## src/rtl/eeprom_host_map.svh

```systemverilog
// Timing and field constants for the two-wire EEPROM bus master
`ifndef EEPROM_HOST_MAP_SVH
`define EEPROM_HOST_MAP_SVH

// System clock period in ns (50 MHz)
`define CLK_PERIOD_NS 20

// Least SCL half period in ns; each half is split into two quarters
`define SCL_HALF_NS 5000

// Cycles per quarter bit, least time rounded up
`define QTR_CYC ((`SCL_HALF_NS / 2 + `CLK_PERIOD_NS - 1) / `CLK_PERIOD_NS)

// Width of the quarter counter
`define QTR_W 8

// Control byte fields
`define CTRL_DONT_CARE 3'h0
`define RW_READ 1'b1
`define RW_WRITE 1'b0

// Upper word-address nibble sent as zero, the memory ignores it
`define ADDR_PAD 4'h0

// Index of the acknowledge bit within a byte slot
`define ACK_BIT 4'h8

// Largest number of unanswered polls before giving up
`define POLL_MAX 8'hff

`endif

```

## src/rtl/eeprom_host_pkg.sv

```systemverilog
// Types shared by the two-wire EEPROM bus master
package eeprom_host_pkg;

    // Operations the user may request
    typedef enum logic [1:0] {
        OP_WRITE     = 2'h0,
        OP_READ_CUR  = 2'h1,
        OP_READ_RAND = 2'h2,
        OP_POLL      = 2'h3
    } op_t;

    // Bus sequencer states, one-hot
    typedef enum logic [5:0] {
        ST_IDLE  = 6'h01,
        ST_START = 6'h02,
        ST_SEND  = 6'h04,
        ST_RECV  = 6'h08,
        ST_STOP  = 6'h10,
        ST_GAP   = 6'h20
    } state_t;

    // Which byte is being sent
    typedef enum logic [1:0] {
        SEL_CTRL_W = 2'h0,
        SEL_ADDR   = 2'h1,
        SEL_DATA   = 2'h2,
        SEL_CTRL_R = 2'h3
    } sel_t;

    // Command from the user; count is extra bytes for reads
    typedef struct packed {
        op_t op;
        logic [3:0] addr;
        logic [7:0] data;
        logic [3:0] count;
    } cmd_t;

    // Result of one command
    typedef struct packed {
        logic ok;
        logic [7:0] polls;
    } rsp_t;

    // Line levels, 1 = released high
    typedef struct packed {
        logic scl;
        logic sda;
    } line_t;

endpackage

```

## src/rtl/eeprom_host.sv

```systemverilog
// Bus master that drives a 16-byte two-wire serial EEPROM
// Function
// - Data changes only while clock is low
// - Start and stop framing every command
// - Ninth clock carries acknowledge per byte
// - Acknowledge stable low through clock high
// - Master withholds acknowledge on last byte
// - Control byte: code, three don't-cares, R/W
// - Last control bit one reads, zero writes
// - Word address follows, low nibble used
// - Stop after data starts write cycle
// - Bus idle before and after writes
// - Poll with start and write control
// - Random read: address, repeated start, read
// - Master acknowledge continues sequential read
module eeprom_host
    import eeprom_host_pkg::*;
#(
    // Device-type code; this value is arbitrary, set it to the part's code
    parameter logic [3:0] DEV_CODE = 4'h5
) (
    input wire logic ref_clk_i,
    input wire logic resetn_i,
    input wire logic ce_i,
    input wire logic cmd_valid_i,
    output logic cmd_ready_o,
    input wire cmd_t cmd_i,
    output logic rsp_valid_o,
    output rsp_t rsp_o,
    output logic rd_valid_o,
    output logic [7:0] rd_data_o,
    output logic busy_o,
    output logic scl_o,
    output logic scl_oe_o,
    input wire logic sda_i,
    output logic sda_o,
    output logic sda_oe_o
);

`include "eeprom_host_map.svh"

    state_t state_q;
    state_t state_d;
    sel_t sel_q;
    sel_t sel_d;
    op_t op_q;
    logic [3:0] addr_q;
    logic [7:0] data_q;
    logic [3:0] left_q;
    logic [7:0] shift_q;
    logic [3:0] bcnt_q;
    logic [1:0] q_q;
    logic [`QTR_W-1:0] qcnt_q;
    logic ok_q;
    logic [7:0] polls_q;
    logic sda_m_q;
    logic sda_s_q;
    line_t line_q;
    line_t plan;
    logic rsp_valid_q;
    rsp_t rsp_q;
    logic rd_valid_q;
    logic [7:0] rd_data_q;
    logic load_send;
    logic nack;
    logic retry;
    logic emit;
    logic finish;

    // Timing and decode terms
    wire logic idle = (state_q == ST_IDLE);
    wire logic tick = ce_i && !idle && (qcnt_q == `QTR_W'(`QTR_CYC - 1));
    wire logic bit_end = tick && (q_q == 2'h3);
    wire logic ack_bit = (bcnt_q == `ACK_BIT);
    wire logic seen_ack = !sda_s_q;
    wire logic start_cmd = ce_i && cmd_valid_i && idle;
    wire logic last_byte = (left_q == 4'h0);
    wire logic poll_again = (op_q == OP_POLL) && (sel_q == SEL_CTRL_W)
                            && (polls_q != `POLL_MAX);

    // Byte to transmit next, picked by the upcoming selector
    wire logic [7:0] ctrl_w = {DEV_CODE, `CTRL_DONT_CARE, `RW_WRITE};
    wire logic [7:0] ctrl_r = {DEV_CODE, `CTRL_DONT_CARE, `RW_READ};
    wire logic [7:0] word_addr = {`ADDR_PAD, addr_q};
    wire logic [7:0] next_byte = (sel_d == SEL_CTRL_W) ? ctrl_w :
                                 (sel_d == SEL_CTRL_R) ? ctrl_r :
                                 (sel_d == SEL_ADDR) ? word_addr : data_q;

    // Data levels for transmit and receive slots
    wire logic tx_bit = ack_bit ? 1'b1 : shift_q[7];
    wire logic rx_bit = ack_bit ? last_byte : 1'b1;

    // Sequencer: decides the next bus action at each bit boundary
    always_comb begin
        state_d = state_q;
        sel_d = sel_q;
        load_send = 1'b0;
        nack = 1'b0;
        retry = 1'b0;
        emit = 1'b0;
        finish = 1'b0;
        case (state_q)
            ST_IDLE: begin
                if (start_cmd) begin
                    state_d = ST_START;
                    // Current read needs no address phase
                    sel_d = (cmd_i.op == OP_READ_CUR) ? SEL_CTRL_R : SEL_CTRL_W;
                end
            end
            ST_START: begin
                if (bit_end) begin
                    state_d = ST_SEND;
                    load_send = 1'b1;
                end
            end
            ST_SEND: begin
                if (bit_end && ack_bit) begin
                    if (!seen_ack) begin
                        if (poll_again) begin
                            // Busy memory stays silent, so ask again
                            retry = 1'b1;
                            state_d = ST_START;
                        end else begin
                            nack = 1'b1;
                            state_d = ST_STOP;
                        end
                    end else begin
                        case (sel_q)
                            SEL_CTRL_W: begin
                                if (op_q == OP_POLL) begin
                                    state_d = ST_STOP;
                                end else begin
                                    sel_d = SEL_ADDR;
                                    load_send = 1'b1;
                                end
                            end
                            SEL_ADDR: begin
                                if (op_q == OP_WRITE) begin
                                    sel_d = SEL_DATA;
                                    load_send = 1'b1;
                                end else begin
                                    // Repeated start keeps the new pointer
                                    sel_d = SEL_CTRL_R;
                                    state_d = ST_START;
                                end
                            end
                            SEL_DATA: begin
                                // Exactly one full byte, then stop
                                state_d = ST_STOP;
                            end
                            default: begin
                                state_d = ST_RECV;
                            end
                        endcase
                    end
                end
            end
            ST_RECV: begin
                if (bit_end && ack_bit) begin
                    emit = 1'b1;
                    if (last_byte) begin
                        state_d = ST_STOP;
                    end
                end
            end
            ST_STOP: begin
                if (bit_end) begin
                    state_d = ST_GAP;
                end
            end
            ST_GAP: begin
                if (bit_end) begin
                    state_d = ST_IDLE;
                    finish = 1'b1;
                end
            end
            default: begin
                state_d = ST_IDLE;
            end
        endcase
    end

    // Line plan per quarter; quarter 0 holds data so it never moves with SCL
    always_comb begin
        plan.scl = 1'b1;
        plan.sda = 1'b1;
        case (state_q)
            ST_START: begin
                plan.scl = q_q[1];
                plan.sda = (q_q == 2'h0) ? line_q.sda : (q_q != 2'h3);
            end
            ST_SEND: begin
                plan.scl = q_q[1];
                plan.sda = (q_q == 2'h0) ? line_q.sda : tx_bit;
            end
            ST_RECV: begin
                plan.scl = q_q[1];
                plan.sda = (q_q == 2'h0) ? line_q.sda : rx_bit;
            end
            ST_STOP: begin
                plan.scl = q_q[1];
                plan.sda = (q_q == 2'h0) ? line_q.sda : (q_q == 2'h3);
            end
            default: begin
                // Idle and gap leave both lines released
                plan.scl = 1'b1;
                plan.sda = 1'b1;
            end
        endcase
    end

    // SDA synchroniser; only the second stage is read by logic
    always_ff @(posedge ref_clk_i) begin
        if (!resetn_i) begin
            sda_m_q <= 1'b1;
            sda_s_q <= 1'b1;
        end else if (ce_i) begin
            sda_m_q <= sda_i;
            sda_s_q <= sda_m_q;
        end
    end

    // Quarter timer; parked while idle so each command starts cleanly
    always_ff @(posedge ref_clk_i) begin
        if (!resetn_i) begin
            qcnt_q <= '0;
            q_q <= 2'h0;
        end else if (ce_i) begin
            if (idle || tick) begin
                qcnt_q <= '0;
            end else begin
                qcnt_q <= qcnt_q + `QTR_W'(1);
            end
            if (idle) begin
                q_q <= 2'h0;
            end else if (tick) begin
                q_q <= q_q + 2'h1;
            end
        end
    end

    // State and byte selector
    always_ff @(posedge ref_clk_i) begin
        if (!resetn_i) begin
            state_q <= ST_IDLE;
            sel_q <= SEL_CTRL_W;
        end else if (ce_i) begin
            state_q <= state_d;
            sel_q <= sel_d;
        end
    end

    // Command capture at acceptance
    always_ff @(posedge ref_clk_i) begin
        if (!resetn_i) begin
            op_q <= OP_WRITE;
            addr_q <= 4'h0;
            data_q <= 8'h00;
        end else if (start_cmd) begin
            op_q <= cmd_i.op;
            addr_q <= cmd_i.addr;
            data_q <= cmd_i.data;
        end
    end

    // Bytes still to read after the current one
    always_ff @(posedge ref_clk_i) begin
        if (!resetn_i) begin
            left_q <= 4'h0;
        end else if (start_cmd) begin
            left_q <= cmd_i.count;
        end else if (ce_i && emit && !last_byte) begin
            left_q <= left_q - 4'h1;
        end
    end

    // Shift register and bit counter for the current byte slot
    always_ff @(posedge ref_clk_i) begin
        if (!resetn_i) begin
            shift_q <= 8'h00;
            bcnt_q <= 4'h0;
        end else if (ce_i) begin
            if (load_send) begin
                shift_q <= next_byte;
                bcnt_q <= 4'h0;
            end else if (bit_end && (state_q == ST_RECV || state_q == ST_SEND)) begin
                if (ack_bit) begin
                    bcnt_q <= 4'h0;
                end else begin
                    bcnt_q <= bcnt_q + 4'h1;
                    // Sample at the end of the high phase
                    if (state_q == ST_RECV) begin
                        shift_q <= {shift_q[6:0], sda_s_q};
                    end else begin
                        shift_q <= {shift_q[6:0], 1'b0};
                    end
                end
            end
        end
    end

    // Outcome tracking: a refused byte fails the command, unless it is a poll's control byte and polls_q is below POLL_MAX
    always_ff @(posedge ref_clk_i) begin
        if (!resetn_i) begin
            ok_q <= 1'b0;
            polls_q <= 8'h00;
        end else if (start_cmd) begin
            ok_q <= 1'b1;
            polls_q <= 8'h00;
        end else if (ce_i) begin
            if (nack) begin
                ok_q <= 1'b0;
            end
            if (retry) begin
                polls_q <= polls_q + 8'h01;
            end
        end
    end

    // Result and read-data pulses
    always_ff @(posedge ref_clk_i) begin
        if (!resetn_i) begin
            rsp_valid_q <= 1'b0;
            rsp_q <= '0;
            rd_valid_q <= 1'b0;
            rd_data_q <= 8'h00;
        end else if (ce_i) begin
            rsp_valid_q <= finish;
            rd_valid_q <= emit;
            if (finish) begin
                rsp_q <= '{ok: ok_q, polls: polls_q};
            end
            if (emit) begin
                rd_data_q <= shift_q;
            end
        end
    end

    // Registered line levels; released lines float high by pull-up
    always_ff @(posedge ref_clk_i) begin
        if (!resetn_i) begin
            line_q <= '{scl: 1'b1, sda: 1'b1};
        end else if (ce_i) begin
            line_q <= plan;
        end
    end

    // Open-drain pins: drive low only, never high
    assign scl_o = 1'b0;
    assign scl_oe_o = !line_q.scl;
    assign sda_o = 1'b0;
    assign sda_oe_o = !line_q.sda;
    assign cmd_ready_o = idle;
    assign busy_o = !idle;
    assign rsp_valid_o = rsp_valid_q;
    assign rsp_o = rsp_q;
    assign rd_valid_o = rd_valid_q;
    assign rd_data_o = rd_data_q;

endmodule

```

## config.mk

```make
export PLATFORM = sky130hd
export DESIGN_NAME = eeprom_host
export DESIGN_NICKNAME = d
export VERILOG_FILES = /design/src/rtl/eeprom_host_pkg.sv /design/src/rtl/eeprom_host.sv
export VERILOG_INCLUDE_DIRS = /design/src /design/src/rtl
export SDC_FILE = /design/constraint.sdc
export NUM_CORES = 1
export LEC_CHECK = 0
export ABC_CLOCK_PERIOD_IN_PS = 3200
export BUFFER_PORTS_ARGS = -buffer_cell sky130_fd_sc_hd__buf_2
export CORE_ASPECT_RATIO = 2
export CORE_MARGIN = 4
export CORE_UTILIZATION = 35
export CTS_BUF_LIST = sky130_fd_sc_hd__clkbuf_4 sky130_fd_sc_hd__clkbuf_8 sky130_fd_sc_hd__clkbuf_16
export DETAILED_ROUTE_END_ITERATION = 6
export MAX_ROUTING_LAYER = met4
export SLEW_MARGIN = 10
export SYNTH_ARGS = -nofsm -noshare
export SYNTH_HDL_FRONTEND = slang
export SYNTH_SLANG_ARGS = --single-unit
```

## constraint.sdc

```tcl
create_clock -name ref_clk_i -period 3.2 [get_ports ref_clk_i]
set_input_delay 0.32 -clock ref_clk_i [delete_from_list [all_inputs] [get_ports ref_clk_i]]
set_output_delay 0.32 -clock ref_clk_i [all_outputs]
set_load 0.005 [all_outputs]
```

**Word-level counts from Yosys, hierarchy flattened**

Cells that the tools add are included.

- Add/subtract/negate cells: 5
- Equal/unequal tests: 31
- Mux-type cells: 64
- Bitwise gates (word level): 1
- Reductions and logical operators: 37

Operators by type and width:

| kind | number |
|---|---|
| $mux 6 | 10 |
| $mux 8 | 7 |
| $pmux 6 s6 | 1 |
| $mux 1 | 27 |
| $ne 2x2->1 const B | 12 |
| $mux 4 | 5 |
| $pmux 6 s3 | 1 |
| $add 8x1->8 const B | 2 |
| $mux 2 | 7 |
| $reduce_and 2->1 | 6 |
| $logic_and 1x1->1 | 11 |
| $reduce_and 10->1 | 1 |
| $reduce_bool 2->1 | 5 |
| $eq 2x2->1 const B | 4 |
| $eq 8x7->1 const B | 1 |
| $logic_not 2->1 | 4 |
| $ne 4x4->1 const B | 2 |
| $ne 8x8->1 const B | 1 |
| $pmux 2 s2 | 2 |
| $pmux 2 s4 | 1 |
| $eq 2x1->1 const B | 3 |
| $eq 6x1->1 const B | 1 |
| $eq 6x2->1 const B | 1 |
| $eq 6x3->1 const B | 1 |
| 17 further kinds | 22 |

- Register bits: 80
- Output and inout bits: 25
- Word-level logic and storage cells: 159

**Depth between registers and ports, before layout**

- Word-level depth: 13
- Gate-level depth with buffers: 10
- Mapped depth without buffers: 8

**Worst setup path before layout**

Ideal clock, no wire load.

- Path type: reg2reg
- Start point: reg state_q[5]
- End point: reg state_q[5]
- Library setup time: 0.116 ns
- Arrival: 2.250 ns
- Setup slack: 0.834 ns
- Stages on the path, launching flop included: 9
- Path buffers: 2
- Period minus slack after synthesis: 2.366 ns
- Cell sequence: dfxtp_1 buf_6 or4_4 or4_4 o211a_1 nor2b_4 and2_4 buf_6 a31o_1

- Word-level cells in the longest chain between the ends: 8

Ends and longest elaborated chain:

| element | RTL line | source |
|---|---|---|
| start: declaration | eeprom_host.sv:42 | `state_t state_q;` |
| start signal: assignment | eeprom_host.sv:248 | `state_q <= state_d;` |
| $eq 6x1->1 | eeprom_host.sv:71, eeprom_host.sv:102 |  |
| $logic_not 1->1 | eeprom_host.sv:72 | `` wire logic tick = ce_i && !idle && (qcnt_q == `QTR_W'(`QTR_CYC - 1)); `` |
| $logic_and 1x1->1 (2 in series) | eeprom_host.sv:72 |  |
| $logic_and 1x1->1 | eeprom_host.sv:73 | `wire logic bit_end = tick && (q_q == 2'h3);` |
| $logic_and 1x1->1 | eeprom_host.sv:117, eeprom_host.sv:159 |  |
| $ne 2x2->1 (no line) | - |  |
| $reduce_and 10->1 (no line) | - |  |

Parallel ways exist; a longest one is shown, timed or not.
A chain may end at the register's enable or synchronous reset.

**Worst setup path in the final report**

- Start point: reg state_q[1]
- End point: reg left_q[2]

- Word-level cells in the longest chain between the ends: 11

Ends and longest elaborated chain:

| element | RTL line | source |
|---|---|---|
| $eq 6x1->1 | eeprom_host.sv:71 | `wire logic idle = (state_q == ST_IDLE);` |
| $logic_not 1->1 | eeprom_host.sv:72 |  |
| $logic_and 1x1->1 (2 in series) | eeprom_host.sv:72 |  |
| $logic_and 1x1->1 | eeprom_host.sv:73 |  |
| $logic_and 1x1->1 | eeprom_host.sv:159 | `if (bit_end && ack_bit) begin` |
| $mux 1 | eeprom_host.sv:159 |  |
| $mux 1 | eeprom_host.sv:102 | `case (state_q)` |
| $logic_and 1x1->1 (2 in series) | eeprom_host.sv:272 | `end else if (ce_i && emit && !last_byte) begin` |
| $reduce_bool 2->1 (no line) | - |  |
| end signal: assignment | eeprom_host.sv:271 | `left_q <= cmd_i.count;` |
| end signal: assignment | eeprom_host.sv:273 | `left_q <= left_q - 4'h1;` |
| end: declaration | eeprom_host.sv:49 | `logic [3:0] left_q;` |

Parallel ways exist; a longest one is shown, timed or not.

==> impl_metrics.csv <==
group,metric,value,unit
drt,wl_per_cell,14.95,microns
status,status,"completed",
sta,setup_viol,0,
finish,layout.nets,542,
power_and_ir_drop,clkPwrFrac,47.3,%
sta,final_max_slew_viol_count,0,
sta,fmax,382.0,MHz
run,drv_cap,0,
grt,grt_max_degree,47,
setup_path,endpoint_kind,"flip-flop",
power_and_ir_drop,switching_share,24.02,%
grt,use_met1,15.44,%
synth,synth_area_per_cell,8.471,sq um
synth,yosys.area_share.simple,25.00,%
finish,syn2layout_area_growth,15.58,%
power_and_ir_drop,p_seq_share,42.6,%
sta,relSlewSlack,45.98,%
synth,synth-compound-area-share,16.70,%
synth,synth_top_flop_cell,"dfxtp_1",
clock_tree,cts_buffer_depth,2,
drt,remaining_drc_errors,0,
clock_tree,cts_root_buf,"clkbuf_16",
synth,synth_area,4024,sq um
synth,synthDistinctLibCells,67,
power_and_ir_drop,p_leak,1.835,nW
synth,ys_seq_elements,80,
floorplanning,rows,55,
power_and_ir_drop,power_density,533.8,nW/um^2
sta,worstMarginPinSlew,0.8091,ns
setup_path,crit_path_start_kind,"flip-flop",
finish,n_fill_cell,1167,
synth,synth.top_cell.area_share,39.80,%
floorplanning,die-area,13380,sq um
power_and_ir_drop,internal_power,1.886,mW
grt,grt.met3_usage,2.994,%
placement,place_hpwl,7.419,mm
synth,async_flop_share,0,%
sta,clock_skew,0.01106,ns
clock_tree,numClockSinks,80,
drt,wirelength,9.839,mm
grt,track_usage,15.61,%
synth,muxShareOfSynthArea,6.250,%
grt,grt_pass1_wl,16.55,mm
sta,rsz0062_at_grt,"false",
clock_tree,cts_resized,0,
clock_tree,post_cts_buffers,0,
clock_tree,cts_tree,"built",
floorplanning,die_h,159.6,microns
sta,hold_viol,0,
finish,fin_cells,658,
sta,hold_ws,0.2049,ns
sta,final.min_clock_period,2.618,ns
hold_path,hp-class,"input port to flip-flop",
drt,drt_first_pass_iters,4,
grt,grt_busiest_layer,"met2",
power_and_ir_drop,fin_total_pwr,2.483,mW
sta,setup-tns-final,0,ns
setup_path,crit_arrival,2.89,ns
synth,synth_fa_ha_area_share,2.736,%
finish,utilization,41.21,%
placement,gp_congestion,0.9090,
setup_path,path_class,"flip-flop to flip-flop",
synth,synth_xor_area_share,3.700,%
setup_path,crit_fanout,11,
grt,antenna_found_initial,0,
clock_tree,clk_pin_slew,0.06,ns
floorplanning,ios,48,
floorplanning,fp.coreArea,11290,sq um
power_and_ir_drop,ir_drop,0.3166,mV
synth,syn_inst,475,
synth,ys_top_cells_by_area,"dfxtp_1, nand2_1, a21oi_1, nor2_1, mux2i_1",
synth,seq_area_frac_synth,39.80,%
clock_tree,cts_made_buffers,9,
floorplanning,start_util,35.65,%
clock_tree,ctsHtreeMaxLevel,3,
power_and_ir_drop,p_sw,0.5963,mW
finish,final_common_cell,"dfxtp_1",
power_and_ir_drop,combPwrFrac,10.2,%
synth,synth_edf_count,0,
synth,synth_top_area_cell,"dfxtp_1",
synth,synth_top_family_by_area,"simple AND/OR/NAND/NOR gates",
synth,yosys_warnings,0,
drt,drt_iter0_markers,165,
floorplanning,chipWidth,83.82,microns
placement,dp.cells,642,
grt,grt_pass1_vias,3509,
finish,antennaDiodeCount,0,
sta,fin_crit_sh,81.80,%
grt,grt-ovfl-total,0,
grt,met2_usage,29.08,%
finish,drive_gt1_share,18.99,%
drt,num_vias,3470,
finish,final_cell_mix,"dfxtp_1, nand2_1, a21oi_1",
placement,io_buffers,45,
clock_tree,insertion_delay,0.34,ns
drt,route.detailed.vias_per_inst,5.274,
drt,antenna_left,0,
setup_path,required,3.47,ns
clock_tree,ctsHoldBuffers,0,
==> routing by layer <==
layer	routed length (microns)	share of wire (%)	vias to the layer above
met5	0	0	-
met4	211	2.1	0
met3	338	3.4	15
met2	5523	56	78
met1	3766	38	1639
li1	-	-	1738
==> power groups by stage <==
stage | registers (mW) | clock network (mW) | logic, mW
2_1_floorplan | 1.06 | 0 | 0.203
3_3_place_gp | 1.08 | 0 | 0.248
3_5_place_dp | 1.08 | 0 | 0.252
4_1_cts | 1.06 | 1.19 | 0.254
5_1_grt | 1.06 | 1.24 | 0.284
6_report | 1.06 | 1.17 | 0.253
==> critical path: stages, from the launching register on <==
cell and delay, ns:
dfxtp_1 0.40, or4b_1 0.56, or3_1 0.52, or3_1 0.62
nor4b_2 0.28, nor3_1 0.07, nor2_1 0.11
==> final timing paths <==
check | to | slack, ns | cells past startpoint | from
worst max-delay path | left_q[2] | 0.58 | 6 | state_q[1]
worst min-delay path | sda_m_q | 0.20 | 3 | sda_i
worst max register to register | left_q[2] | 0.58 | 6 | state_q[1]
worst min register to register | rd_data_o[5] | 0.45 | 2 | rd_data_o[5]
==> through the flow <==
stage                     instance area, sq um  worst slack [ns]
after detailed placement                  4305            0.5967
after global placement                    4305            0.6392
after floorplan                           4028            0.8344
final                                     4651            0.5824
after CTS                                 4651            0.5895
after global routing                      4651            0.4137
==> area by class of cell <==
cell class	count	area, sq um	area share, %
clock inverter	7	120.1	2.583
clock buffer	9	225.2	4.843
sequential	80	1602	34.44
timing repair buffer	51	270.3	5.811
tap	142	177.7	3.820
multi-input combinational	353	2196	47.22
inverter	16	60.06	1.291
==> sequential cells by signal, indices dropped and copies added, names as in the netlist, 4 cells and up <==
name,flops
left_q,4
shift_q,8
qcnt_q,8
addr_q,4
rsp_o,9
bcnt_q,4
data_q,8
rd_data_o,8
polls_q,8
state_q,6
==> synthesized netlist by cell type (3+ instances only) <==
cell,instances
xnor2_1,4
or3_1,4
o21ai_0,20
a211oi_1,6
a21boi_0,3
nand2_1,73
mux2_2,9
xor2_1,13
dfxtp_1,80
nor3b_1,3
ha_1,8
nand2b_1,3
o211ai_1,6
clkbuf_1,13
nor3_1,7
inv_1,15
nor4_1,4
a21oi_1,50
buf_6,5
nand4_1,6
mux2i_1,15
o211a_1,3
a32oi_1,3
buf_2,3
and3_1,4
nor2_1,46
or4_1,3
nand3_1,13
==> cell families (layout without fill, tap and decap cells) <==
group,count (synthesis),after routing
and+or+nand+nor,195,195
other,1,2
AOI/OAI and AO/OA,106,106
muxes,24,24
DFF,80,80
buffers and inverters,43,83
xor gates and xnor gates,17,17
adders and majority gates,9,9
(Power assumes the default switching activity.)
